[config.mk]
export PLATFORM = sky130hd
export DESIGN_NAME = atl_threshold_lock
export DESIGN_NICKNAME = d
export VERILOG_FILES = /design/src/rtl/atl_pkg.sv /design/src/rtl/atl_threshold_lock.sv /design/src/rtl/atl_lock_detect.sv /design/src/rtl/atl_gain_ctrl.sv
export SDC_FILE = /design/constraint.sdc
export NUM_CORES = 1
export LEC_CHECK = 0
export BUFFER_PORTS_ARGS = -buffer_cell sky130_fd_sc_hd__buf_2
export CAP_MARGIN = 25
export CORE_ASPECT_RATIO = 0.8
export CORE_MARGIN = 2
export CORE_UTILIZATION = 43
export DETAILED_ROUTE_END_ITERATION = 16
export PLACE_DENSITY = 0.61
export SETUP_SLACK_MARGIN = 0.1
export SYNTH_ARGS = -nofsm -noshare
export SYNTH_HDL_FRONTEND = slang
export SYNTH_SLANG_ARGS = --single-unit
[constraint.sdc]
create_clock -name clk_sys -period 8.1 [get_ports clk_sys]
set_input_delay 1.62 -clock clk_sys [delete_from_list [all_inputs] [get_ports clk_sys]]
set_output_delay 1.62 -clock clk_sys [all_outputs]
set_load 0.01 [all_outputs]
[src/rtl/atl_pkg.sv]
package atl_pkg;

    // Register indices; the byte address of a register is four times its index.
    localparam logic [7:0] IDX_GAIN_DOWN = 8'h13;
    localparam logic [7:0] IDX_GAIN_UP   = 8'h14;
    localparam logic [7:0] IDX_LOCK      = 8'h15;
    localparam logic [7:0] IDX_CTRL      = 8'h20;
    localparam logic [7:0] IDX_IRQ_STAT  = 8'h21;
    localparam logic [7:0] IDX_IRQ_MASK  = 8'h22;
    localparam logic [7:0] IDX_STATE     = 8'h23;

    localparam int          APB_ADDR_W   = 12;
    localparam logic [7:0]  RST_GAIN_DOWN = 8'h38;
    localparam logic [7:0]  RST_GAIN_UP   = 8'h38;
    localparam logic [7:0]  RST_LOCK      = 8'h00;
    localparam logic [7:0]  RST_CTRL      = 8'h01;
    localparam logic [3:0]  RST_IRQ_MASK  = 4'h0;
    localparam logic [4:0]  RST_GAIN_CODE = 5'h18;

    // Strength scale: one step of the internal level is 1500 millidecibel.
    localparam int          STRENGTH_STEP_MDB = 1500;
    localparam logic [7:0]  UP_BASE_OFFSET    = 8'h08;
    localparam logic [7:0]  DOWN_BASE_OFFSET  = 8'h03;
    localparam logic [2:0]  WIN_NARROW        = 3'h2;
    localparam logic [2:0]  WIN_WIDE          = 3'h4;
    localparam logic [9:0]  LOCK_CNT_MAX      = 10'h3ff;

    // Monitor pin select codes with a fixed meaning.
    localparam logic [3:0]  MON_LOW       = 4'h0;
    localparam logic [3:0]  MON_HIGH      = 4'h1;
    localparam logic [3:0]  MON_SUSTAINED = 4'h2;
    localparam logic [3:0]  MON_INSTANT   = 4'h3;
    localparam logic [3:0]  MON_CARRIER   = 4'h4;
    localparam logic [3:0]  MON_CAL_DONE  = 4'h5;
    localparam logic [3:0]  MON_SEQ_FAULT = 4'h6;
    localparam logic [3:0]  MON_CLK_FIRST = 4'h7;

    // Interrupt status bit positions.
    localparam int IRQ_LOCK_GAINED = 0;
    localparam int IRQ_LOCK_LOST   = 1;
    localparam int IRQ_CARRIER     = 2;
    localparam int IRQ_SEQ_FAULT   = 3;

    typedef struct packed {
        logic [2:0] gainDownMargin;
        logic [4:0] initialGainCode;
    } atl_gain_down_reg_t;

    typedef struct packed {
        logic [2:0] gainUpMargin;
        logic [4:0] signalReferenceLevel;
    } atl_gain_up_reg_t;

    typedef struct packed {
        logic [3:0] monitorPinSelect;
        logic       lockWindowSize;
        logic       detectorCountMode;
        logic [1:0] lockThresholdSelect;
    } atl_lock_reg_t;

    typedef struct packed {
        logic [4:0] reserved;
        logic       autoGainOff;
        logic [1:0] magnitudeAverageLen;
    } atl_ctrl_reg_t;

    typedef struct packed {
        logic                  psel;
        logic                  penable;
        logic                  pwrite;
        logic [APB_ADDR_W-1:0] paddr;
        logic [31:0]           pwdata;
    } atl_apb_req_t;

    function automatic logic [9:0] lockOnThr(input logic [1:0] sel);
        case (sel)
            2'h0:    lockOnThr = 10'h07f;
            2'h1:    lockOnThr = 10'h0ff;
            2'h2:    lockOnThr = 10'h1ff;
            default: lockOnThr = 10'h3ff;
        endcase
    endfunction : lockOnThr

    function automatic logic [9:0] lockOffThr(input logic [1:0] sel);
        case (sel)
            2'h0:    lockOffThr = 10'h06f;
            2'h1:    lockOffThr = 10'h0ef;
            2'h2:    lockOffThr = 10'h1ef;
            default: lockOffThr = 10'h3ef;
        endcase
    endfunction : lockOffThr

endpackage : atl_pkg

[src/rtl/atl_threshold_lock.sv]
// Overview of operation
// - Lower gain above reference plus eight plus up margin plus three plus down margin.
// - Strength level counts in 1.5 dB steps.
// - Load initial gain code when receive starts.
// - Gain never rises above initial gain code.
// - Raise gain below reference plus eight plus margin.
// - Reference level sets carrier sense and gain thresholds.
// - Monitor select routes constants, flags, clocks to pin.
// - Code four shows carrier sense, active low.
// - Lock window two or four prescaler cycles.
// - Count mode: restart or up/down counting.
// - Lock and unlock thresholds per accuracy select.
// - Gain control off holds initial gain code.
// - Average strength over 2, 4, 8, 16 samples.
//
// The APB slave port was decided locally.
`timescale 1ns/1ns
module atl_threshold_lock (
    input  wire logic                  clk_sys,       // 250 MHz system clock.
    input  wire logic                  srst,          // Synchronous reset, active high.
    input  wire atl_pkg::atl_apb_req_t apbReq,        // APB request from the host.
    output logic [31:0]                prdata,        // APB read data.
    output logic                       pready,        // APB ready.
    output logic                       pslverr,       // APB error on unmapped access.
    input  wire logic                  rxOn,          // Receive chain switched on.
    input  wire logic [7:0]            strengthLevel, // Filter magnitude, 1.5 dB steps.
    input  wire logic                  strengthValid, // Strength sample strobe.
    input  wire logic                  preTick,       // Prescaler clock cycle strobe.
    input  wire logic                  refEdge,       // Reference edge strobe.
    input  wire logic                  fbEdge,        // Divided oscillator edge strobe.
    input  wire logic                  calDone,       // Calibration finished.
    input  wire logic                  seqFault,      // Sequencing fault seen.
    input  wire logic [8:0]            monClocks,     // Clocks for select codes 7 to 15.
    output logic                       monitorPin,    // Monitor output pin.
    output logic [4:0]                 gainCode,      // Amplifier gain code.
    output logic                       carrierSense,  // Carrier present.
    output logic                       irq            // Level interrupt, active high.
);

    atl_pkg::atl_gain_down_reg_t gainDown_q;
    atl_pkg::atl_gain_up_reg_t   gainUp_q;
    atl_pkg::atl_lock_reg_t      lock_q;
    atl_pkg::atl_ctrl_reg_t      ctrl_q;
    logic [3:0]                  irqStat_q;
    logic [3:0]                  irqStat_d;
    logic [3:0]                  irqMask_q;
    logic [3:0]                  events;
    logic                        sustainedLock;
    logic                        instantLock;
    logic [9:0]                  lockCount;
    logic [4:0]                  gainRaw;
    logic [7:0]                  levelRaw;
    logic                        csRaw;
    logic                        lockPrev_q;
    logic                        csPrev_q;
    logic                        faultPrev_q;
    logic                        monitor_d;
    logic [7:0]                  regIdx;
    logic                        mapped;
    logic                        accessPhase;
    logic                        accessDone;
    logic                        wrDone;
    logic                        rdDone;
    logic [7:0]                  rdByte;
    localparam int APB_HI = atl_pkg::APB_ADDR_W - 1;

    // Decode of one register index against the address map.
    function automatic logic isMapped(input logic [7:0] idx);
        case (idx)
            atl_pkg::IDX_GAIN_DOWN,
            atl_pkg::IDX_GAIN_UP,
            atl_pkg::IDX_LOCK,
            atl_pkg::IDX_CTRL,
            atl_pkg::IDX_IRQ_STAT,
            atl_pkg::IDX_IRQ_MASK,
            atl_pkg::IDX_STATE: isMapped = 1'b1;
            default:            isMapped = 1'b0;
        endcase
    endfunction : isMapped

    // APB decode. Every register is one aligned word; misaligned addresses are errors.
    assign regIdx      = apbReq.paddr[9:2];
    assign mapped      = isMapped(regIdx) && apbReq.paddr[1:0] == 2'h0
                         && apbReq.paddr[APB_HI:10] == '0;
    assign accessPhase = apbReq.psel & apbReq.penable;
    assign accessDone  = accessPhase & pready;
    assign wrDone      = accessDone & apbReq.pwrite & ~pslverr;
    assign rdDone      = accessDone & ~apbReq.pwrite & ~pslverr;

    // Ready is registered, so every transfer takes exactly one wait state.
    always_ff @(posedge clk_sys) begin
        if (srst) begin
            pready <= 1'b0;
        end else begin
            pready <= accessPhase & ~pready;
        end
    end

    always_comb begin
        case (regIdx)
            atl_pkg::IDX_GAIN_DOWN: rdByte = gainDown_q;
            atl_pkg::IDX_GAIN_UP:   rdByte = gainUp_q;
            atl_pkg::IDX_LOCK:      rdByte = lock_q;
            atl_pkg::IDX_CTRL:      rdByte = {5'h00, ctrl_q.autoGainOff,
                                              ctrl_q.magnitudeAverageLen};
            atl_pkg::IDX_IRQ_STAT:  rdByte = {4'h0, irqStat_q};
            atl_pkg::IDX_IRQ_MASK:  rdByte = {4'h0, irqMask_q};
            atl_pkg::IDX_STATE:     rdByte = {csRaw, instantLock, sustainedLock, gainRaw};
            default:                rdByte = 8'h00;
        endcase
    end

    // Read data and error are captured in the first access cycle and held for the second.
    always_ff @(posedge clk_sys) begin
        if (srst) begin
            prdata  <= 32'h0000_0000;
            pslverr <= 1'b0;
        end else if (accessPhase && !pready) begin
            prdata  <= apbReq.pwrite ? 32'h0000_0000 : {24'h00_0000, rdByte};
            pslverr <= ~mapped;
        end else if (!accessPhase) begin
            pslverr <= 1'b0;
        end
    end

    // Configuration registers; new fields steer the very next comparison.
    always_ff @(posedge clk_sys) begin
        if (srst) begin
            gainDown_q <= atl_pkg::RST_GAIN_DOWN;
            gainUp_q   <= atl_pkg::RST_GAIN_UP;
            lock_q     <= atl_pkg::RST_LOCK;
            ctrl_q     <= atl_pkg::RST_CTRL;
        end else if (wrDone) begin
            case (regIdx)
                atl_pkg::IDX_GAIN_DOWN: gainDown_q <= apbReq.pwdata[7:0];
                atl_pkg::IDX_GAIN_UP:   gainUp_q   <= apbReq.pwdata[7:0];
                atl_pkg::IDX_LOCK:      lock_q     <= apbReq.pwdata[7:0];
                atl_pkg::IDX_CTRL:      ctrl_q     <= {5'h00, apbReq.pwdata[2:0]};
                default: ;
            endcase
        end
    end

    always_ff @(posedge clk_sys) begin
        if (srst) begin
            irqMask_q <= atl_pkg::RST_IRQ_MASK;
        end else if (wrDone && regIdx == atl_pkg::IDX_IRQ_MASK) begin
            irqMask_q <= apbReq.pwdata[3:0];
        end
    end

    atl_gain_ctrl u_gain (
        .clk_sys       (clk_sys),
        .srst          (srst),
        .rxOn          (rxOn),
        .strengthIn    (strengthLevel),
        .strengthValid (strengthValid),
        .autoGainOff   (ctrl_q.autoGainOff),
        .avgLenSel     (ctrl_q.magnitudeAverageLen),
        .downCfg       (gainDown_q),
        .upCfg         (gainUp_q),
        .gainCode      (gainRaw),
        .level         (levelRaw),
        .carrierSense  (csRaw)
    );

    atl_lock_detect u_lock (
        .clk_sys       (clk_sys),
        .srst          (srst),
        .preTick       (preTick),
        .refEdge       (refEdge),
        .fbEdge        (fbEdge),
        .windowWide    (lock_q.lockWindowSize),
        .upDownMode    (lock_q.detectorCountMode),
        .thrSel        (lock_q.lockThresholdSelect),
        .sustainedLock (sustainedLock),
        .instantLock   (instantLock),
        .lockCount     (lockCount)
    );

    // Event detection for the interrupt status register.
    always_ff @(posedge clk_sys) begin
        if (srst) begin
            lockPrev_q  <= 1'b0;
            csPrev_q    <= 1'b0;
            faultPrev_q <= 1'b0;
        end else begin
            lockPrev_q  <= sustainedLock;
            csPrev_q    <= csRaw;
            faultPrev_q <= seqFault;
        end
    end

    always_comb begin
        events                           = 4'h0;
        events[atl_pkg::IRQ_LOCK_GAINED] = sustainedLock & ~lockPrev_q;
        events[atl_pkg::IRQ_LOCK_LOST]   = ~sustainedLock & lockPrev_q;
        events[atl_pkg::IRQ_CARRIER]     = csRaw & ~csPrev_q;
        events[atl_pkg::IRQ_SEQ_FAULT]   = seqFault & ~faultPrev_q;
    end

    // A read clears the status, but an event in the same cycle survives the clear.
    always_comb begin
        irqStat_d = irqStat_q;
        if (rdDone && regIdx == atl_pkg::IDX_IRQ_STAT) begin
            irqStat_d = 4'h0;
        end
        irqStat_d = irqStat_d | events;
    end

    always_ff @(posedge clk_sys) begin
        if (srst) begin
            irqStat_q <= 4'h0;
            irq       <= 1'b0;
        end else begin
            irqStat_q <= irqStat_d;
            irq       <= |(irqStat_d & irqMask_q);
        end
    end

    // Monitor pin mux. Status flags are inverted because the pin shows them active low.
    always_comb begin
        case (lock_q.monitorPinSelect)
            atl_pkg::MON_LOW:       monitor_d = 1'b0;
            atl_pkg::MON_HIGH:      monitor_d = 1'b1;
            atl_pkg::MON_SUSTAINED: monitor_d = ~sustainedLock;
            atl_pkg::MON_INSTANT:   monitor_d = ~instantLock;
            atl_pkg::MON_CARRIER:   monitor_d = ~csRaw;
            atl_pkg::MON_CAL_DONE:  monitor_d = ~calDone;
            atl_pkg::MON_SEQ_FAULT: monitor_d = ~seqFault;
            default:                monitor_d = monClocks[lock_q.monitorPinSelect
                                                          - atl_pkg::MON_CLK_FIRST];
        endcase
    end

    // The pin is registered, so routed clocks appear one cycle late and at most
    // at half the system rate; that is the price of a glitch-free output.
    always_ff @(posedge clk_sys) begin
        if (srst) begin
            monitorPin   <= 1'b0;
            gainCode     <= atl_pkg::RST_GAIN_CODE;
            carrierSense <= 1'b0;
        end else begin
            monitorPin   <= monitor_d;
            gainCode     <= gainRaw;
            carrierSense <= csRaw;
        end
    end

endmodule : atl_threshold_lock

[src/rtl/atl_lock_detect.sv]
`timescale 1ns/1ns
module atl_lock_detect (
    input  wire logic       clk_sys,        // System clock.
    input  wire logic       srst,           // Synchronous reset.
    input  wire logic       preTick,        // One prescaler clock cycle elapsed.
    input  wire logic       refEdge,        // Reference clock edge.
    input  wire logic       fbEdge,         // Divided oscillator edge.
    input  wire logic       windowWide,     // Window width select.
    input  wire logic       upDownMode,     // Counting mode select.
    input  wire logic [1:0] thrSel,         // Lock threshold select.
    output logic            sustainedLock,  // Lock held by counter.
    output logic            instantLock,    // Last comparison inside window.
    output logic [9:0]      lockCount       // Lock counter value.
);

    typedef enum logic [1:0] {ST_IDLE, ST_REF_FIRST, ST_FB_FIRST} atl_lock_state_t;

    atl_lock_state_t state_q;
    logic [2:0]      gap_q;
    logic [2:0]      window;
    logic            cmpValid;
    logic            cmpInside;

    assign window = windowWide ? atl_pkg::WIN_WIDE : atl_pkg::WIN_NARROW;

    always_comb begin
        cmpValid  = 1'b0;
        cmpInside = 1'b0;
        case (state_q)
            ST_IDLE: begin
                cmpValid  = refEdge & fbEdge;
                cmpInside = 1'b1;
            end
            ST_REF_FIRST, ST_FB_FIRST: begin
                if ((state_q == ST_REF_FIRST) ? fbEdge : refEdge) begin
                    cmpValid  = 1'b1;
                    cmpInside = gap_q < window;
                end else if (gap_q >= window) begin
                    cmpValid  = 1'b1;
                end
            end
            default: ;
        endcase
    end

    always_ff @(posedge clk_sys) begin
        if (srst) begin
            state_q <= ST_IDLE;
            gap_q   <= 3'h0;
        end else if (cmpValid || state_q == ST_IDLE) begin
            gap_q   <= 3'h0;
            state_q <= ST_IDLE;
            if (!cmpValid && refEdge) begin
                state_q <= ST_REF_FIRST;
            end else if (!cmpValid && fbEdge) begin
                state_q <= ST_FB_FIRST;
            end
        end else if (preTick) begin
            gap_q <= gap_q + 3'h1;
        end
    end

    always_ff @(posedge clk_sys) begin
        if (srst) begin
            lockCount   <= 10'h000;
            instantLock <= 1'b0;
        end else if (cmpValid) begin
            instantLock <= cmpInside;
            if (cmpInside) begin
                if (lockCount != atl_pkg::LOCK_CNT_MAX) begin
                    lockCount <= lockCount + 10'h001;
                end
            end else if (upDownMode) begin
                if (lockCount != 10'h000) begin
                    lockCount <= lockCount - 10'h001;
                end
            end else begin
                lockCount <= 10'h000;
            end
        end
    end

    always_ff @(posedge clk_sys) begin
        if (srst) begin
            sustainedLock <= 1'b0;
        end else if (lockCount >= atl_pkg::lockOnThr(thrSel)) begin
            sustainedLock <= 1'b1;
        end else if (lockCount <= atl_pkg::lockOffThr(thrSel)) begin
            sustainedLock <= 1'b0;
        end
    end

endmodule : atl_lock_detect

[src/rtl/atl_gain_ctrl.sv]
`timescale 1ns/1ns
module atl_gain_ctrl (
    input  wire logic                         clk_sys,       // System clock.
    input  wire logic                         srst,          // Synchronous reset.
    input  wire logic                         rxOn,          // Receive chain powered.
    input  wire logic [7:0]                   strengthIn,    // Sample, 1.5 dB steps.
    input  wire logic                         strengthValid, // Sample strobe.
    input  wire logic                         autoGainOff,   // Hold gain at initial code.
    input  wire logic [1:0]                   avgLenSel,     // Average length select.
    input  wire atl_pkg::atl_gain_down_reg_t  downCfg,       // Down margin, initial gain.
    input  wire atl_pkg::atl_gain_up_reg_t    upCfg,         // Up margin, reference.
    output logic [4:0]                        gainCode,      // Amplifier gain.
    output logic [7:0]                        level,         // Averaged strength.
    output logic                              carrierSense   // Level above reference.
);

    logic [11:0] accum_q;
    logic [4:0]  cnt_q;
    logic        levelValid_q;
    logic [11:0] sum;
    logic [7:0]  upThr;
    logic [7:0]  downThr;
    logic [4:0]  ceiling;

    assign sum     = accum_q + {4'h0, strengthIn};
    assign ceiling = downCfg.initialGainCode;
    assign upThr   = {3'h0, upCfg.signalReferenceLevel} + atl_pkg::UP_BASE_OFFSET
                     + {5'h00, upCfg.gainUpMargin};
    assign downThr = upThr + atl_pkg::DOWN_BASE_OFFSET + {5'h00, downCfg.gainDownMargin};

    // Level is kept in 1.5 dB steps, so the thresholds add as plain integers.
    always_ff @(posedge clk_sys) begin
        if (srst || !rxOn) begin
            accum_q      <= 12'h000;
            cnt_q        <= 5'h00;
            level        <= 8'h00;
            levelValid_q <= 1'b0;
        end else begin
            levelValid_q <= 1'b0;
            if (strengthValid) begin
                if (cnt_q + 5'h01 == 5'(5'h02 << avgLenSel)) begin
                    level        <= 8'(sum >> ({2'h0, avgLenSel} + 3'h1));
                    levelValid_q <= 1'b1;
                    accum_q      <= 12'h000;
                    cnt_q        <= 5'h00;
                end else begin
                    accum_q <= sum;
                    cnt_q   <= cnt_q + 5'h01;
                end
            end
        end
    end

    always_ff @(posedge clk_sys) begin
        if (srst || !rxOn) begin
            carrierSense <= 1'b0;
        end else if (levelValid_q) begin
            carrierSense <= level > {3'h0, upCfg.signalReferenceLevel};
        end
    end

    always_ff @(posedge clk_sys) begin
        if (srst) begin
            gainCode <= atl_pkg::RST_GAIN_CODE;
        end else if (!rxOn || autoGainOff) begin
            gainCode <= ceiling;
        end else if (gainCode > ceiling) begin
            gainCode <= ceiling;
        end else if (levelValid_q) begin
            if (level > downThr && gainCode != 5'h00) begin
                gainCode <= gainCode - 5'h01;
            end else if (level < upThr && gainCode < ceiling) begin
                gainCode <= gainCode + 5'h01;
            end
        end
    end

endmodule : atl_gain_ctrl

=== Yosys cells after proc, flatten, opt, wreduce, memory -nomap -nowiden ===
Cells that the tools add are included.

* Add/subtract/negate cells: 13
* Order comparisons: 10
* Eq/ne operators: 22
* Shifts and indexed selects: 2
* Muxes and demuxes: 37
* Bitwise operators: 27
* Reduce and logical (&&, ||, !) cells: 37

{| class="wikitable"
|+ Operators with widths
! cell !! count
|-
| 10-bit 2-to-1 mux || 7
|-
| 10-bit case mux with 3 select lines || 2
|-
| 8-bit case mux with 7 select lines || 1
|-
| 8-bit by 6-bit equality test with 1-bit output (second input constant) || 4
|-
| 5-bit 2-to-1 mux || 6
|-
| 8-bit by 5-bit equality test with 1-bit output (second input constant) || 3
|-
| 8-bit by 3-bit adder with 8-bit output || 2
|-
| 1-bit NOT || 13
|-
| 12-bit by 8-bit adder with 12-bit output || 1
|-
| 1-bit bitwise AND || 12
|-
| 4-bit by 3-bit equality test with 1-bit output (second input constant) || 3
|-
| 12-bit 2-to-1 mux || 1
|-
| 2-bit AND reduction || 6
|-
| 12-bit by 4-bit right shift with 8-bit output || 1
|-
| 1-bit 2-to-1 mux || 11
|-
| 10-bit by 1-bit adder with 10-bit output (second input constant) || 1
|-
| 5-bit by 1-bit adder with 5-bit output (second input constant) || 2
|-
| 10-bit >= comparator || 1
|-
| 10-bit less-or-equal comparator || 1
|-
| 10-bit != test (second input constant) || 1
|-
| 10-bit nonzero test || 1
|-
| 10-bit by 1-bit subtractor with 10-bit output (second input constant) || 1
|-
| 1-bit logical AND || 9
|-
| 8-bit by 2-bit adder with 8-bit output (second input constant) || 1
|-
| 43 further kinds || 57
|}

* Register bits: 128
* Bits of input ports: 73

=== Logic depth before layout (Yosys ltp) ===
* Depth after elaboration: 10
* Mapped depth: 22

=== Hierarchy ===
Synthesis repeated with hierarchy kept, for this count alone.

* Cells, all modules: 877
* Area total of the unflattened synthesis: 7,504.7 um^2

{| class="wikitable"
|+ Modules (own cells, without submodules)
! module !! instances !! cells an instance !! area each (um^2)
|-
| atl_gain_ctrl || 1 || 364 || 3,099.2
|-
| atl_threshold_lock || 1 || 323 || 2,852.7
|-
| atl_lock_detect || 1 || 190 || 1,552.7
|}

=== Worst setup path after synthesis ===
OpenSTA, ideal clock, no wires.

* Path type: reg-to-reg
* Start point: register gainUp_q[0] (netlist bit)
* End point: register u_gain.gainCode[4]
* Setup time: 122 ps
* Data arrival time: 4,464 ps
* Required time: 7,978 ps
* Slack: 3,514 ps
* Cell stages (with the launch flop): 22
* Cells stage by stage: dfxtp_1 -> ha_1 -> fa_1 -> inv_1 -> ha_1 -> inv_1 -> ha_1 -> fa_1 -> inv_1 -> nor2_1 -> o21ai_0 -> xnor2_1 -> ha_1 -> nand4_1 -> a21o_1 -> a21oi_1 -> ha_1 -> a21o_1 -> a21oi_1 -> xor2_1 -> nor3_1 -> o32a_1

* Cells in the longest elaborated chain, start to end: 10
* Elaborated cells on any way between the ends: 14
* Those cells by class: add/sub: 4; order compare: 2; mux: 4; reduce/logical: 4

{| class="wikitable"
|+ Ends and longest elaborated chain
! what !! line !! text
|-
| start: declaration || atl_threshold_lock.sv:41 || <nowiki>atl_pkg::atl_gain_up_reg_t gainUp_q;</nowiki>
|-
| start signal: assignment || atl_threshold_lock.sv:130 || <nowiki>gainUp_q <= atl_pkg::RST_GAIN_UP;</nowiki>
|-
| start signal: assignment || atl_threshold_lock.sv:136 || <nowiki>atl_pkg::IDX_GAIN_UP: gainUp_q <= apbReq.pwdata[7:0];</nowiki>
|-
| 5-bit by 4-bit adder with 6-bit output (*) || atl_gain_ctrl.sv:27 || <nowiki>assign upThr = {3'h0, upCfg.signalReferenceLevel} + atl_pkg::UP_BASE_OFFSET</nowiki>
|-
| 8-bit by 3-bit adder with 8-bit output (*) || atl_gain_ctrl.sv:28 || <nowiki>+ {5'h00, upCfg.gainUpMargin};</nowiki>
|-
| 8-bit by 2-bit adder with 8-bit output || atl_gain_ctrl.sv:29 || <nowiki>assign downThr = upThr + atl_pkg::DOWN_BASE_OFFSET + {5'h00, downCfg.gainDownMargin};</nowiki>
|-
| 8-bit by 3-bit adder with 8-bit output || atl_gain_ctrl.sv:29 ||
|-
| 8-bit greater-than comparator || atl_gain_ctrl.sv:70 || <nowiki>if (level > downThr && gainCode != 5'h00) begin</nowiki>
|-
| 1-bit logical AND || atl_gain_ctrl.sv:70 ||
|-
| 5-bit 2-to-1 mux || atl_gain_ctrl.sv:70 ||
|-
| 5-bit 2-to-1 mux || atl_gain_ctrl.sv:69 || <nowiki>end else if (levelValid_q) begin</nowiki>
|-
| 5-bit 2-to-1 mux || atl_gain_ctrl.sv:67 || <nowiki>end else if (gainCode > ceiling) begin</nowiki>
|-
| 5-bit 2-to-1 mux || atl_gain_ctrl.sv:65 || <nowiki>end else if (!rxOn || autoGainOff) begin</nowiki>
|-
| end signal: assignment || atl_gain_ctrl.sv:66 || <nowiki>gainCode <= ceiling;</nowiki>
|-
| end signal: assignment || atl_gain_ctrl.sv:68 || <nowiki>gainCode <= ceiling;</nowiki>
|-
| end signal: assignment || atl_gain_ctrl.sv:71 || <nowiki>gainCode <= gainCode - 5'h01;</nowiki>
|-
| end: declaration || atl_gain_ctrl.sv:12 || <nowiki>output logic [4:0] gainCode,</nowiki>
|}

Mark *: on every way between the ends. The rest lies on a longest branch, timed or not. The select of a mux whose other input is x is not followed.
A chain may end at the register's enable or synchronous reset.

=== Final worst setup path ===
Same ends and word-level chain as after synthesis.

==> impl_results.md <==
- Max VDD drop: 0.00009627 V
- Crit-path max FO: 6
- Top cell type's share of synthesized area: 0.2953
- Largest net degree at the start of global routing: 54
- Die X-Extent: 147.2 um
- Grt ovf: 0
- Max Cap Viol: 0
- Ant diodes: 0
- Area of the die: 17440 um2
- Setup TNS: 0 ns
- Latest clock arrival within the worst-skew pair: around 0.37 ns
- Num rows: 41
- Mapped Cells: 816
- # setup viols final: 0
- Mapped Area: 7049 um2
- Sink Count: 104
- First-iteration detailed-routing DRC count: 375
- RSZ-0062 raised after global routing: no
- Pwr/cell area: 150.4 nW/um2
- Ports: 115
- Clock Tree Root: clkbuf_16
- CTS tree: yes
- First-pass GRT wire length: 28.29 mm
- Cts bufs inserted: 9
- Setup Skew: 0.01738 ns
- Status: completed
- Port-buffer cells: 66
- Post-synth EDFFs: 0
- Hpwl dp: 12.61 mm
- Post-layout net count: around 1k
- Final Cycle Share: 0.6243
- Synth-to-layout area growth: 9.815%
- Fill cells: about 1.6k
- Post-synth top area cell: dfxtp_1
- Tot GR Track Use: 0.2000
- Hold-fix buffers at CTS: 0
- Minimum period implied by the final worst setup slack: 5.057 ns
- Maximum clock frequency: 197.7 MHz
- Ys Warns: 0
- Final Max Tran Viols: 0
- Setup Buffers After CTS: 0
- Top area cells in the synthesized netlist: dfxtp_1 (30%), ha_1 (11%), mux2i_1 (4.7%), nor2_1 (4.7%), mux4_2 (3.2%)
- Drt pass-1 iters: 5
- Seq/Total Area, Yosys: 0.2953
- DR vias: 5785
- Layout cells sized above 1: 0.1438
- Worst-Margin Slew: 0.7461 ns
- Post-synth ARST share: 0
- Clock Tree Buf Depth: 2
- Via-to-Cell Ratio: ~5.3
- Cell variety after synth: 79
- Vias in the first global route: 5471
- Commonest cells in the netlist: dfxtp_1 (104), nor2_1 (88), ha_1 (62)
- CP arrival: 5.32 ns
- Fin Hold WS: 0.4885 ns
- Die height: 118.5 um
- Leak: 3.286 nW
- Core box area: 15900 um2
- Crit path required time: 8.36 ns
- H-tree levels: 3
- Slew HR: 0.4961
- Initial antenna violation count: 0
- CP startpoint kind: register
- Worst Setup End Kind: register
- Setup Crit Path Kind: register to register
- Routed wire length: 16.72 mm
- Top-count cell post-synth: dfxtp_1
- PostCTS Resize Cnt: 0
- Final GP Congestion: 0.8382
- Starting Density: 0.4433
- Hold Path Class: register to register
- Final hold violation count: 0
- Mapped Avg Cell Area: between 8 and 9 um2
- FF+latch count, synth: ~100
- Top FF cell, synth: dfxtp_1
- Detailed-route wire length per cell: 15.42 um
- Number of nets still failing antenna checks after routing: 0
- Clk pin slew, worst setup/hold paths: 0.09 ns
- DR DRC count: 0
-- through the flow --
stage	power (mW)	utilization	cells	setup slack, ns	area (um2)
floorplan	0.6739	-	839	3.514	7136
global placement	0.7084	0.4666	1068	3.071	7420
detailed placement	0.7095	0.4666	1068	3.002	7420
CTS	1.179	0.4868	1084	2.990	7741
global route	1.219	0.4868	1084	2.627	7741
finish	1.165	0.4868	1084	3.043	7741
-- sequential cells by signal (all words and copies together) (netlist names), 2 cells and up --
name / flops
gainCode: 5
lock_q: 8
irqMask_q: 4
irqStat_q: 4
u_gain.cnt_q: 5
u_lock.lockCount: 10
u_gain.gainCode: 5
u_gain.accum_q: 12
u_lock.gap_q: 3
prdata: 8
u_lock.state_q: 2
gainUp_q: 8
u_gain.level: 8
gainDown_q: 8
ctrl_q: 3
-- metal layers --
layer  GRT usage  vias up  routed length, um
met1      0.3027     2700               8629
met3     0.04479        4                917
met5           0        -                  0
met2      0.2918      119               7105
met4     0.03486        0                 63
li1            -     2962                  -
-- final cells by class --
type / count / area [um2] / area share
clock buffer: 9 / 225.2 / 0.02909
clock inverter: 7 / 96.34 / 0.01245
inverter: 57 / 214.0 / 0.02764
multi-input combinational: 621 / 4487 / 0.5796
sequential: 104 / 2082 / 0.2690
tap: 215 / 269.0 / 0.03475
timing repair buffer: 71 / 367.9 / 0.04752
-- where the power goes --
part | switching [mW] | total (mW) | internal [mW]
registers | 0.0154 | 0.539 | 0.523
clock network | 0.239 | 0.466 | 0.227
logic | 0.0930 | 0.160 | 0.0674
total | 0.347 | 1.16 | 0.817
-- final timing paths --
check	start	end	slack (ns)	cells past startpoint
max	gainUp_q[0]	u_gain.gainCode[4]	3.04	21
min	prdata[1]	prdata[1]	0.49	2
max reg2reg	gainUp_q[0]	u_gain.gainCode[4]	3.04	21
min reg2reg	prdata[1]	prdata[1]	0.49	2
-- cell usage in the layout (no fill, tap or decap), drive strengths merged, types with 10 or more instances in the layout --
master / synthesis / layout
xnor2: 25 / 25
nand2b: 11 / 11
o21ai: 33 / 33
conb: 2 / 25
ha: 62 / 62
inv: 57 / 61
dfxtp: 104 / 104
nor3: 14 / 14
nor2b: 22 / 22
nand3: 19 / 19
a21oi: 44 / 44
and3: 13 / 13
mux4: 10 / 10
nand2: 48 / 48
buf: 36 / 71
nor2: 90 / 90
mux2i: 33 / 33
a21o: 11 / 11
xor2: 17 / 17
-- worst max-delay path: stages, from the launching register on --
cell,delay (ns)
dfxtp_1,0.35
ha_1,0.24
fa_1,0.48
inv_1,0.06
ha_1,0.27
inv_1,0.04
ha_1,0.22
fa_1,0.41
inv_1,0.07
nor2_1,0.04
o21ai_0,0.19
xnor2_1,0.09
ha_1,0.30
nand4_1,0.12
a21o_1,0.18
a21oi_1,0.57
ha_1,0.39
a21o_1,0.16
a21oi_1,0.16
xor2_1,0.20
nor3_1,0.06
o32a_1,0.34
-- cells by family (layout without fill, tap and decap cells) --
logic type                 count (synthesis)  after routing  share of synthesized area
and+or+nand+nor                          263            263                     0.1892
DFF                                      104            104                     0.2954
xor gates and xnor gates                  42             42                    0.05218
muxes                                     46             46                    0.08360
adders and majority gates                 66             66                     0.1214
buffers and inverters                    114            144                    0.08040
other                                      2             25                   0.001065
AOI/OAI and AO/OA                        179            179                     0.1768
Power figures use the tool's default switching activity.
